`config.mk`:
```
export PLATFORM = sky130hd
export DESIGN_NAME = standard_pwm_generator
export DESIGN_NICKNAME = d
export VERILOG_FILES = /design/src/hw/standard_pwm_generator.v
export VERILOG_INCLUDE_DIRS = /design/src /design/src/hw
export SDC_FILE = /design/constraint.sdc
export NUM_CORES = 1
export LEC_CHECK = 0
export BUFFER_PORTS_ARGS = -buffer_cell sky130_fd_sc_hd__buf_2
export CORE_MARGIN = 3
export CORE_UTILIZATION = 57
export DETAILED_ROUTE_END_ITERATION = 6
export GPL_TIMING_DRIVEN = 0
export PLACE_DENSITY_LB_ADDON = 0.08
export SLEW_MARGIN = 10
export SYNTH_ARGS = -nofsm -noshare
export SYNTH_HDL_FRONTEND = slang
export SYNTH_SLANG_ARGS = --single-unit
```
`constraint.sdc`:
```
create_clock -name clk -period 3.65 [get_ports clk]
set_input_delay 0.365 -clock clk [delete_from_list [all_inputs] [get_ports clk]]
set_output_delay 0.365 -clock clk [all_outputs]
set_load 0.01 [all_outputs]
```
`src/hw/pwm_defs.vh`:
```
/*
 Register offsets, field positions, reset values and counts of the standard PWM generator.
 Assumes inclusion by its bare name from the design file.
*/
`ifndef PWM_DEFS_VH
`define PWM_DEFS_VH

// Byte addresses of the main registers
`define OFS_MODULE_CONTROL 8'h00
`define OFS_DUTY_BUFFER 8'h04
`define OFS_DUTY_ACTIVE 8'h08
`define OFS_TIMER_SELECT 8'h0C

// Timer n sits at byte 8'h10 * (n + 1); word offsets inside its slot
`define TMR_OFS_PERIOD 4'h0
`define TMR_OFS_CONTROL 4'h4
`define TMR_OFS_COUNT 4'h8
`define TMR_OFS_FLAG 4'hC
`define NUM_TIMERS 3

// Module control fields
`define CTRL_DUTY_HI 5
`define CTRL_DUTY_LO 4
`define CTRL_PWM_HI 3
`define CTRL_PWM_LO 2
`define MODE_PWM 2'h3

// Timer selection register fields
`define TSEL_HI 1
`define TSEL_DIR_BIT 4
`define TSEL_NONE 2'h3

// Timer control fields and prescale codes
`define TCTL_PS_HI 1
`define TCTL_RUN_BIT 2
`define TCTL_HI 6
`define PS_1 2'h0
`define PS_4 2'h1
`define PRE_LIM_1 4'h0
`define PRE_LIM_4 4'h3
`define PRE_LIM_16 4'hF

// Four oscillator phases per timer increment
`define PHASE_LAST 2'h3

// Reset values
`define RST_BYTE 8'h00
`define RST_DIR 1'b1

`endif

```
`src/hw/standard_pwm_generator.v`:
```
/*
 Standard PWM generator with three 8-bit period timers and an Avalon-MM register slave.
 Assumes clk is the oscillator clock, ce low means sleep, and all inputs share clk.
*/
// The Avalon-MM interface to the registers and the register offsets are this design's own decisions.
`timescale 1ns/1ns
`include "pwm_defs.vh"

//
// How it works
// - Compare logic runs only on clk; with ce low nothing advances.
// - One output pin carries the waveform, duty resolution up to 10 bits.
// - Module control written all zero releases the pin and drives its latch low.
// - A 2-bit source select picks one of three 8-bit period timers.
// - Period is (period_reg + 1) x 4 x clock period x prescale.
// - On the increment after count equals period_reg the count clears.
// - At each period boundary the pin goes high unless duty is zero.
// - At each period boundary the buffered duty moves into the active duty.
// - Postscaler bits have no influence on the PWM period.
// - Duty is duty_buffer_reg as eight MSBs and control bits 5:4 as LSBs.
// - Duty writes take effect only after the current period ends.
// - In PWM mode writes to the active duty register are ignored.
// - High time is duty x clock period x prescale.
// - Time base is count extended by clock phase or prescaler bits.
// - Pin goes low when the time base reaches the latched duty.
// - A pulse longer than the period leaves the pin unchanged.
// - With ce low the timer and all state freeze; pin holds its level.
//
module standard_pwm_generator (
	input wire clk,
	input wire rstn,
	input wire ce,
	input wire [7:0] address,
	input wire read,
	input wire write,
	input wire [3:0] byteenable,
	input wire [31:0] writedata,
	output reg [31:0] readdata,
	output reg waitrequest,
	output reg pwm_output_pin_r,
	output reg pwm_output_pin_oe_r
);

// ****************************************
// Bus access decode
// ****************************************
wire wr_en;
wire [7:0] wd;
wire tmr_area;
wire [1:0] aidx;
wire [3:0] sub;

assign wr_en = ce & write & ~waitrequest & byteenable[0];
assign wd = writedata[7:0];
assign tmr_area = (address[7:6] == 2'h0) & (address[5:4] != 2'h0);
assign aidx = address[5:4] - 2'h1;
assign sub = address[3:0];

// ****************************************
// Control registers
// ****************************************
reg [7:0] module_control_reg_r;
reg [7:0] duty_buffer_reg_r;
reg [7:0] duty_active_reg_r;
reg [1:0] duty_latch_r;
reg [1:0] timer_source_select_r;
reg pin_direction_bit_r;
reg [1:0] phase_r;

wire pwm_mode;
wire ctrl_zero;

assign pwm_mode = module_control_reg_r[`CTRL_PWM_HI:`CTRL_PWM_LO] == `MODE_PWM;
assign ctrl_zero = module_control_reg_r == `RST_BYTE;

always @(posedge clk) begin
	if (!rstn) begin
		module_control_reg_r <= `RST_BYTE;
		duty_buffer_reg_r <= `RST_BYTE;
		timer_source_select_r <= 2'h0;
		pin_direction_bit_r <= `RST_DIR;
	end else if (wr_en) begin
		if (address == `OFS_MODULE_CONTROL) begin
			module_control_reg_r <= wd;
		end else if (address == `OFS_DUTY_BUFFER) begin
			duty_buffer_reg_r <= wd;
		end else if (address == `OFS_TIMER_SELECT) begin
			timer_source_select_r <= wd[`TSEL_HI:0];
			pin_direction_bit_r <= wd[`TSEL_DIR_BIT];
		end
	end
end

// Oscillator phase: four clocks make one timer increment
always @(posedge clk) begin
	if (!rstn) begin
		phase_r <= 2'h0;
	end else if (ce) begin
		phase_r <= phase_r + 2'h1;
	end
end

// ****************************************
// Period timers
// ****************************************
wire [7:0] t_per_w [0:2];
wire [7:0] t_ctl_w [0:2];
wire [7:0] t_cnt_w [0:2];
wire t_flag_w [0:2];
wire t_wrap_w [0:2];
wire t_step_w [0:2];
wire [9:0] t_tb_w [0:2];

genvar i;
generate
	for (i = 0; i < `NUM_TIMERS; i = i + 1) begin : g_tmr
		reg [7:0] period_reg_r;
		reg [6:0] period_timer_control_r;
		reg [7:0] period_timer_count_r;
		reg [3:0] pre_r;
		reg timer_match_flag_r;
		reg [3:0] lim;
		reg [1:0] tb_lo;
		reg step;
		wire hit;
		wire run;
		wire [1:0] ps;
		wire inst;
		wire tick;
		wire wrap;

		assign hit = tmr_area & ({30'h0, aidx} == i);
		assign run = period_timer_control_r[`TCTL_RUN_BIT];
		assign ps = period_timer_control_r[`TCTL_PS_HI:0];
		assign inst = run & (phase_r == `PHASE_LAST);
		assign tick = inst & (pre_r == lim);
		assign wrap = tick & (period_timer_count_r == period_reg_r);

		// Prescale limit, time base low bits and time base step
		always @* begin
			lim = `PRE_LIM_16;
			tb_lo = pre_r[3:2];
			step = inst & (pre_r[1:0] == 2'h3);
			if (ps == `PS_1) begin
				lim = `PRE_LIM_1;
				tb_lo = phase_r;
				step = run;
			end else if (ps == `PS_4) begin
				lim = `PRE_LIM_4;
				tb_lo = pre_r[1:0];
				step = inst;
			end
		end

		always @(posedge clk) begin
			if (!rstn) begin
				period_reg_r <= `RST_BYTE;
				period_timer_control_r <= 7'h00;
				period_timer_count_r <= `RST_BYTE;
				pre_r <= 4'h0;
				timer_match_flag_r <= 1'b0;
			end else if (ce) begin
				if (wr_en & hit & (sub == `TMR_OFS_PERIOD)) begin
					period_reg_r <= wd;
				end
				if (wr_en & hit & (sub == `TMR_OFS_CONTROL)) begin
					period_timer_control_r <= wd[`TCTL_HI:0];
				end
				if (wr_en & hit & (sub == `TMR_OFS_COUNT)) begin
					period_timer_count_r <= wd;
					pre_r <= 4'h0;
				end else begin
					if (inst) begin
						pre_r <= (pre_r == lim) ? 4'h0 : pre_r + 4'h1;
					end
					if (wrap) begin
						period_timer_count_r <= `RST_BYTE;
					end else if (tick) begin
						period_timer_count_r <= period_timer_count_r + 8'h01;
					end
				end
				if (wrap) begin
					timer_match_flag_r <= 1'b1;
				end else if (wr_en & hit & (sub == `TMR_OFS_FLAG) & wd[0]) begin
					timer_match_flag_r <= 1'b0;
				end
			end
		end

		assign t_per_w[i] = period_reg_r;
		assign t_ctl_w[i] = {1'b0, period_timer_control_r};
		assign t_cnt_w[i] = period_timer_count_r;
		assign t_flag_w[i] = timer_match_flag_r;
		assign t_wrap_w[i] = wrap;
		assign t_step_w[i] = step;
		assign t_tb_w[i] = {period_timer_count_r, tb_lo};
	end
endgenerate

// ****************************************
// PWM output stage
// ****************************************
wire src_ok;
wire sel_wrap;
wire sel_step;
wire [9:0] tb_next;
wire [9:0] duty_cur;
wire [9:0] duty_new;

assign src_ok = timer_source_select_r != `TSEL_NONE;
assign sel_wrap = src_ok & t_wrap_w[timer_source_select_r];
assign sel_step = src_ok & t_step_w[timer_source_select_r];
assign tb_next = t_tb_w[timer_source_select_r] + 10'h001;
assign duty_cur = {duty_active_reg_r, duty_latch_r};
assign duty_new = {duty_buffer_reg_r,
	module_control_reg_r[`CTRL_DUTY_HI:`CTRL_DUTY_LO]};

always @(posedge clk) begin
	if (!rstn) begin
		pwm_output_pin_r <= 1'b0;
		pwm_output_pin_oe_r <= 1'b0;
		duty_active_reg_r <= `RST_BYTE;
		duty_latch_r <= 2'h0;
	end else if (ce) begin
		pwm_output_pin_oe_r <= pwm_mode & ~pin_direction_bit_r;
		if (ctrl_zero) begin
			pwm_output_pin_r <= 1'b0;
		end else if (pwm_mode & sel_wrap) begin
			duty_active_reg_r <= duty_buffer_reg_r;
			duty_latch_r <= module_control_reg_r[`CTRL_DUTY_HI:`CTRL_DUTY_LO];
			pwm_output_pin_r <= duty_new != 10'h000;
		end else if (pwm_mode & sel_step & (tb_next == duty_cur)) begin
			pwm_output_pin_r <= 1'b0;
		end
		if (wr_en & (address == `OFS_DUTY_ACTIVE) & ~pwm_mode) begin
			duty_active_reg_r <= wd;
		end
	end
end

// ****************************************
// Avalon-MM slave
// ****************************************
reg [7:0] rd_nxt;

always @* begin
	rd_nxt = 8'h00;
	if (address == `OFS_MODULE_CONTROL) begin
		rd_nxt = module_control_reg_r;
	end else if (address == `OFS_DUTY_BUFFER) begin
		rd_nxt = duty_buffer_reg_r;
	end else if (address == `OFS_DUTY_ACTIVE) begin
		rd_nxt = duty_active_reg_r;
	end else if (address == `OFS_TIMER_SELECT) begin
		rd_nxt = {3'h0, pin_direction_bit_r, 2'h0, timer_source_select_r};
	end else if (tmr_area & (aidx != `TSEL_NONE)) begin
		if (sub == `TMR_OFS_PERIOD) begin
			rd_nxt = t_per_w[aidx];
		end else if (sub == `TMR_OFS_CONTROL) begin
			rd_nxt = t_ctl_w[aidx];
		end else if (sub == `TMR_OFS_COUNT) begin
			rd_nxt = t_cnt_w[aidx];
		end else if (sub == `TMR_OFS_FLAG) begin
			rd_nxt = {7'h00, t_flag_w[aidx]};
		end
	end
end

// Each access: waitrequest drops one cycle after the request, then rises again
always @(posedge clk) begin
	if (!rstn) begin
		waitrequest <= 1'b1;
		readdata <= 32'h0000_0000;
	end else if (ce) begin
		if ((read | write) & waitrequest) begin
			waitrequest <= 1'b0;
			readdata <= read ? {24'h00_0000, rd_nxt} : 32'h0000_0000;
		end else begin
			waitrequest <= 1'b1;
		end
	end
end

endmodule

```
Yosys cells after proc, flatten, opt, wreduce, memory -nomap -nowiden
Cells that the tools add are included.

Bits in registers: 150. Input bits: 49. Output and inout port bits: 35. Logic and storage cells: 242.

Add/subtract/negate cells: 9. $lt $le $gt $ge: 2. Equality and inequality tests: 26. Mux-type cells: 80. Bitwise logic cells: 56. Reductions and logical operators: 43.

Operators by type and width (number): $mux 8 (27); $mux 4 (15); $bmux 8 s2 (3); $and 1x1->1 (47); $reduce_and 2->1 (18); $add 8x1->8 const B (3); $eq 8x8->1 (3); $mux 1 (23); $bmux 10 s2 (1); $mux 10 (2); $eq 8x4->1 const B (2); $logic_not 8->1 (2); $reduce_bool 2->1 (8); $add 4x1->4 const B (3); $eq 2x2->1 const B (6); $eq 4x4->1 (3); $mux 2 (6); $reduce_bool 3->1 (4); $add 10x1->10 const B (1); $eq 10x10->1 (1); $logic_not 2->1 (5); $reduce_bool 10->1 (1); $reduce_and 3->1 (3); $eq 2x1->1 const B (4); 14 further kinds (25).

Depth between registers and ports, before layout
Word-level depth: 15. Depth in mapped cells: 14. Gate-level depth less buffers: 12.

Worst setup path after synthesis
Ideal clock, no wire load.

Path type: input to register. From: in address[4]. To: reg g_tmr[1].period_timer_count_r[2]. Setup time: 128 ps. Data arrival time: 3037 ps. Data required time: 3522 ps. Path slack: 485 ps. Stages on the path: 13. Path buffers: 3. Cell sequence: clkbuf_1 -> clkinv_1 -> ha_1 -> or3_1 -> clkbuf_1 -> nor2_2 -> nand2_1 -> nor2_1 -> buf_2 -> nor2_1 -> a32o_1 -> a22oi_1 -> nor2_1.

Longest elaborated chain between the ends: 7. Elaborated cells between the ends (all ways): 10. Those cells by class: add/sub (1); eq/ne (1); mux (1); bitwise (4); reduce/logical (3).

Ends and longest elaborated chain: from (decl) (line standard_pwm_generator.v:33) `input wire [7:0] address,`; $sub 2x1->2 / $reduce_bool 2->1 (equally long branches) (line standard_pwm_generator.v:56, standard_pwm_generator.v:55); $eq 2x1->1 / $and 1x1->1 (equally long branches) (line standard_pwm_generator.v:132, standard_pwm_generator.v:55); $and 1x1->1 * (line standard_pwm_generator.v:132) `assign hit = tmr_area & ({30'h0, aidx} == i);`; $and 1x1->1 * (2 in series) (line standard_pwm_generator.v:169) `` if (wr_en & hit & (sub == `TMR_OFS_COUNT)) begin ``; $reduce_bool 3->1 (no line); $reduce_and 2->1 (no line); to (signal assigned) (line standard_pwm_generator.v:170) `period_timer_count_r <= wd;`; to (signal assigned) (line standard_pwm_generator.v:177) `` period_timer_count_r <= `RST_BYTE; ``; to (signal assigned) (line standard_pwm_generator.v:179) `period_timer_count_r <= period_timer_count_r + 8'h01;`; to (decl) (line standard_pwm_generator.v:119) `reg [7:0] period_timer_count_r;`.

Mark *: on every way between the ends. The rest lies on a longest branch, timed or not. A chain may end at the register's enable or synchronous reset.

Worst setup path after layout
From: in address[4]. To: reg g_tmr[0].period_timer_count_r[0].

Longest elaborated chain between the ends: 7. Elaborated cells between the ends (all ways): 10. Those cells by class: add/sub (1); mux (1); bitwise (4); reduce/logical (4).

Ends and longest elaborated chain (line): $sub 2x1->2 / $reduce_bool 2->1 (equally long branches) (standard_pwm_generator.v:56, standard_pwm_generator.v:55); $logic_not 2->1 / $and 1x1->1 (equally long branches) (standard_pwm_generator.v:132, standard_pwm_generator.v:55); $and 1x1->1 * (standard_pwm_generator.v:132); $and 1x1->1 * (2 in series) (standard_pwm_generator.v:169); $reduce_bool 3->1 (no line); $reduce_and 2->1 (no line); to (signal assigned) (standard_pwm_generator.v:170); to (signal assigned) (standard_pwm_generator.v:177); to (signal assigned) (standard_pwm_generator.v:179); to (decl) (standard_pwm_generator.v:119).

Marked as above.

==> flow_metrics.env <==
export IMPL_die_h_um=122
export IMPL_ctsLongestPathBuffers=2
export IMPL_io_pins=84
export IMPL_synthArstFlopShare=0
export IMPL_fin_nets=1115
export IMPL_setup_violations=0
export IMPL_netlist_area_um2=7660
export IMPL_p_leak_uw=0.00317
export IMPL_wl_per_cell_um=21.7
export IMPL_die_w_um=122
export IMPL_max_cap_violations=0
export IMPL_synth_distinct_cells=67
export IMPL_worst_pin_slew_ps=1150
export IMPL_worstSetupEndpoint="g_tmr[0].period_timer_count_r[0]"
export IMPL_crit_fanout=13
export IMPL_r2r_end="g_tmr[0].period_timer_count_r[2]"
export IMPL_syn_inst=982
export IMPL_fin_crit_ps=3380
export IMPL_remaining_drc_errors=0
export IMPL_timing_final_crit_share=0.926
export IMPL_grt_pass1_vias=7133
export IMPL_worstSetupPathType="in -> reg"
export IMPL_ys_top_cells_by_area="dfxtp_1 (33%), mux2i_1 (8.5%), o21ai_0 (6.4%)"
export IMPL_utilization=0.677
export IMPL_r2r_setup_slack_ps=520
export IMPL_design_core_area_um2=12900
export IMPL_clockRootBuffer="clkbuf_16"
export IMPL_rows=41
export IMPL_cts_tree="yes"
export IMPL_fmax_mhz=296
export IMPL_arrival_ps=3670
export IMPL_synth_compound_area_share=0.225
export IMPL_drt_iter0_drc=1002
export IMPL_rsz0062_at_grt="no"
export IMPL_skew_ps=9.38
export IMPL_crit_slowest_cell="clkbuf_1"
export IMPL_drive_above_1_share=0.114
export IMPL_reg2regPathDepth=9
export IMPL_dr_total_vias=7805
export IMPL_vias_per_cell=6.30
export IMPL_track_usage=0.362
export IMPL_startpoint_type="primary input"
export IMPL_slew_headroom=0.224
export IMPL_synth_area_per_cell_um2=7.80
export IMPL_n_antenna_cell=0
export IMPL_tns_ps=0
export IMPL_seq_area_frac_synth=0.329
export IMPL_endpoint_kind="flip-flop"
export IMPL_worst_path_stages=13
export IMPL_hold_viol=0
export IMPL_antenna_found_initial=1
export IMPL_synth_top_family_by_area="compound AO/OA/AOI/OAI gates"
export IMPL_power_density_nw_per_um2=383
export IMPL_hold_buffers=0
export IMPL_gp_congestion=1.00
export IMPL_synth_top_cell_area_share=0.329
export IMPL_hold_class="in -> reg"
export IMPL_final_max_slew_viol_count=0
export IMPL_synthFlopType="dfxtp_1"
export IMPL_startpoint="address[4]"
export IMPL_worstPathCellList="buf_2 -> clkinvlp_4 -> ha_1 -> or3_1 -> clkbuf_1 -> nor2_2 -> nand2_1 -> nor2_1 -> o21a_1 -> clkbuf_1 -> o211ai_1 -> o21ai_0 -> nor2_1"
export IMPL_grt_overflow_total=0
export IMPL_initial_utilization=0.595
export IMPL_path_delay_family="buffers and inverters"
export IMPL_dp_cells=1208
export IMPL_cts_buffers=17
export IMPL_cpPeakStageDelay_ps=370
export IMPL_fin_ws_ps=271
export IMPL_synth_adder_area_share=0.0196
export IMPL_drtAntennaViolNets=0
export IMPL_status="completed"
export IMPL_synth_xor_area_frac=0.0537
export IMPL_grt_pass1_wl_mm=40.3
export IMPL_ys_warn_count=0
export IMPL_synthMuxAreaShare=0.0938
export IMPL_crit_buf_inv=4
export IMPL_synth_edf_count=0
export IMPL_routed_wl_mm=26.9
export IMPL_clock_latency_ps=430
export IMPL_ys_ff_latch=126
export IMPL_synthSimpleGateAreaFrac=0.211
export IMPL_grt_max_degree=17
export IMPL_syn2layout_area_growth_pct=13.8
export IMPL_stdcell_count=1238
export IMPL_firstDrtPassIters=6
export IMPL_clock_sinks=126
export IMPL_clk_pin_slew_worst_paths_ps=60
export IMPL_ir_drop_uv=474
export IMPL_regToRegStartpoint="g_tmr[0].period_timer_count_r[2]"
export IMPL_dp_hpwl_mm=19.0
export IMPL_die_area_um2=14900
export IMPL_portBuffers=31
export IMPL_required_ps=3940
export IMPL_htree_levels=4
export IMPL_yosysTopAreaCell="dfxtp_1"
export IMPL_dp_slack_ps=-541
-- stage by stage --
step | instance area [µm²] | power [µW] | hold WS, ps
6_report | 8710 | 3340 | 353
5_1_grt | 8710 | 3410 | 373
4_1_cts | 8710 | 3330 | 344
3_5_place_dp | 8120 | 1620 | 446
3_3_place_gp | 8120 | 1620 | 441
2_1_floorplan | 7740 | 1540 | 453
-- tightest hold or removal path: cells and delay by family --
kind | cells | cell delay (ps)
AO/OA/AOI/OAI | 2 | 140
AND/OR/NAND/NOR | 2 | 130
buffers and inverters | 1 | 110
-- registers in the layout, summed over array words and instances (netlist names), 2 cells and up --
name / flops
duty_latch_r: 2
phase_r: 2
module_control_reg_r: 8
duty_active_reg_r: 8
g_tmr.period_reg_r: 24
timer_source_select_r: 2
duty_buffer_reg_r: 8
readdata: 8
g_tmr.pre_r: 12
g_tmr.period_timer_count_r: 24
g_tmr.timer_match_flag_r: 3
g_tmr.period_timer_control_r: 21
-- cell usage after synthesis (11+ instances only) --
master    count
nand2_1     114
o211ai_1     20
a21oi_1      72
nand4_1      11
o21ai_0      98
ha_1         12
mux2i_1      65
a22oi_1      26
inv_1        14
and3_1       22
dfxtp_1     126
buf_4        27
nand3_1      29
clkbuf_1     53
nand2b_1     17
xnor2_1      37
nor2_1       96
-- report_power, final --
group	leakage, µW	switching (µW)	internal, µW
registers	0.00101	4.65	1380
clock network	0.000290	661	1070
logic	0.00187	154	63.8
total	0.00317	820	2520
-- timing repair --
action | 4_1_cts | 5_1_grt
endpoints found under the hold margin | 0 | 0
setup buffers | 0 | 0
gates resized for setup | 1 | 1
setup endpoints to repair | 14 | 3
-- cells in the final DEF, fill, tap and decap left out, drive strengths merged, types with 8 or more instances in the layout --
master,Yosys,routed
a22oi,26,26
nand2,115,115
conb,1,24
nor4,8,8
nand3,29,29
dfxtp,126,126
o22ai,9,9
o31ai,8,8
xor2,10,10
inv,15,17
o211ai,21,21
nand4,11,11
clkbuf,53,70
buf,36,67
nor2,100,100
mux2i,65,65
xnor2,37,37
o21ai,99,99
ha,12,12
a221oi,9,9
nor3,10,10
nand2b,17,17
a21oi,72,72
and3,22,22
-- layout make-up --
class,instances,area [µm²]
Inverter,16,63.8
Buffer,88,447
Timing Repair Buffer,31,155
Multi-Input combinational cell,774,4720
Tap cell,172,215
Clock buffer,18,429
Clock inverter,13,165
Sequential cell,126,2520
Fill cell,1199,4160
-- how the worst min path moves through the flow --
stage | start | to | slack, ps | depth (start not counted)
after global routing | writedata[6] | g_tmr[1].period_timer_count_r[6] | 370 | 5
after global placement | readdata[2] | readdata[2] | 440 | 2
final | writedata[3] | g_tmr[0].period_timer_count_r[3] | 350 | 5
after floorplan | g_tmr[1].timer_match_flag_r | g_tmr[1].timer_match_flag_r | 450 | 2
after detailed placement | readdata[4] | readdata[4] | 450 | 2
after CTS | writedata[3] | g_tmr[0].period_timer_count_r[3] | 340 | 5
-- per-layer routing --
layer	track usage	vias up	share of wire
met2	0.537	486	0.43
met4	0.153	2	0.041
met3	0.110	85	0.12
met5	0	-	0.00048
met1	0.490	3613	0.41
li1	-	3619	-
-- kinds of logic (layout without fill, tap and decap cells) --
group | count (synthesis) | after routing
AO/OA/AOI/OAI | 279 | 279
XOR/XNOR | 47 | 47
adder cells (fa/ha/maj) | 12 | 12
buffers and inverters | 105 | 166
flip-flops | 126 | 126
multiplexers | 71 | 71
other | 1 | 24
AND/OR/NAND/NOR | 341 | 341
Note: power is estimated with default switching activity, not from simulation.
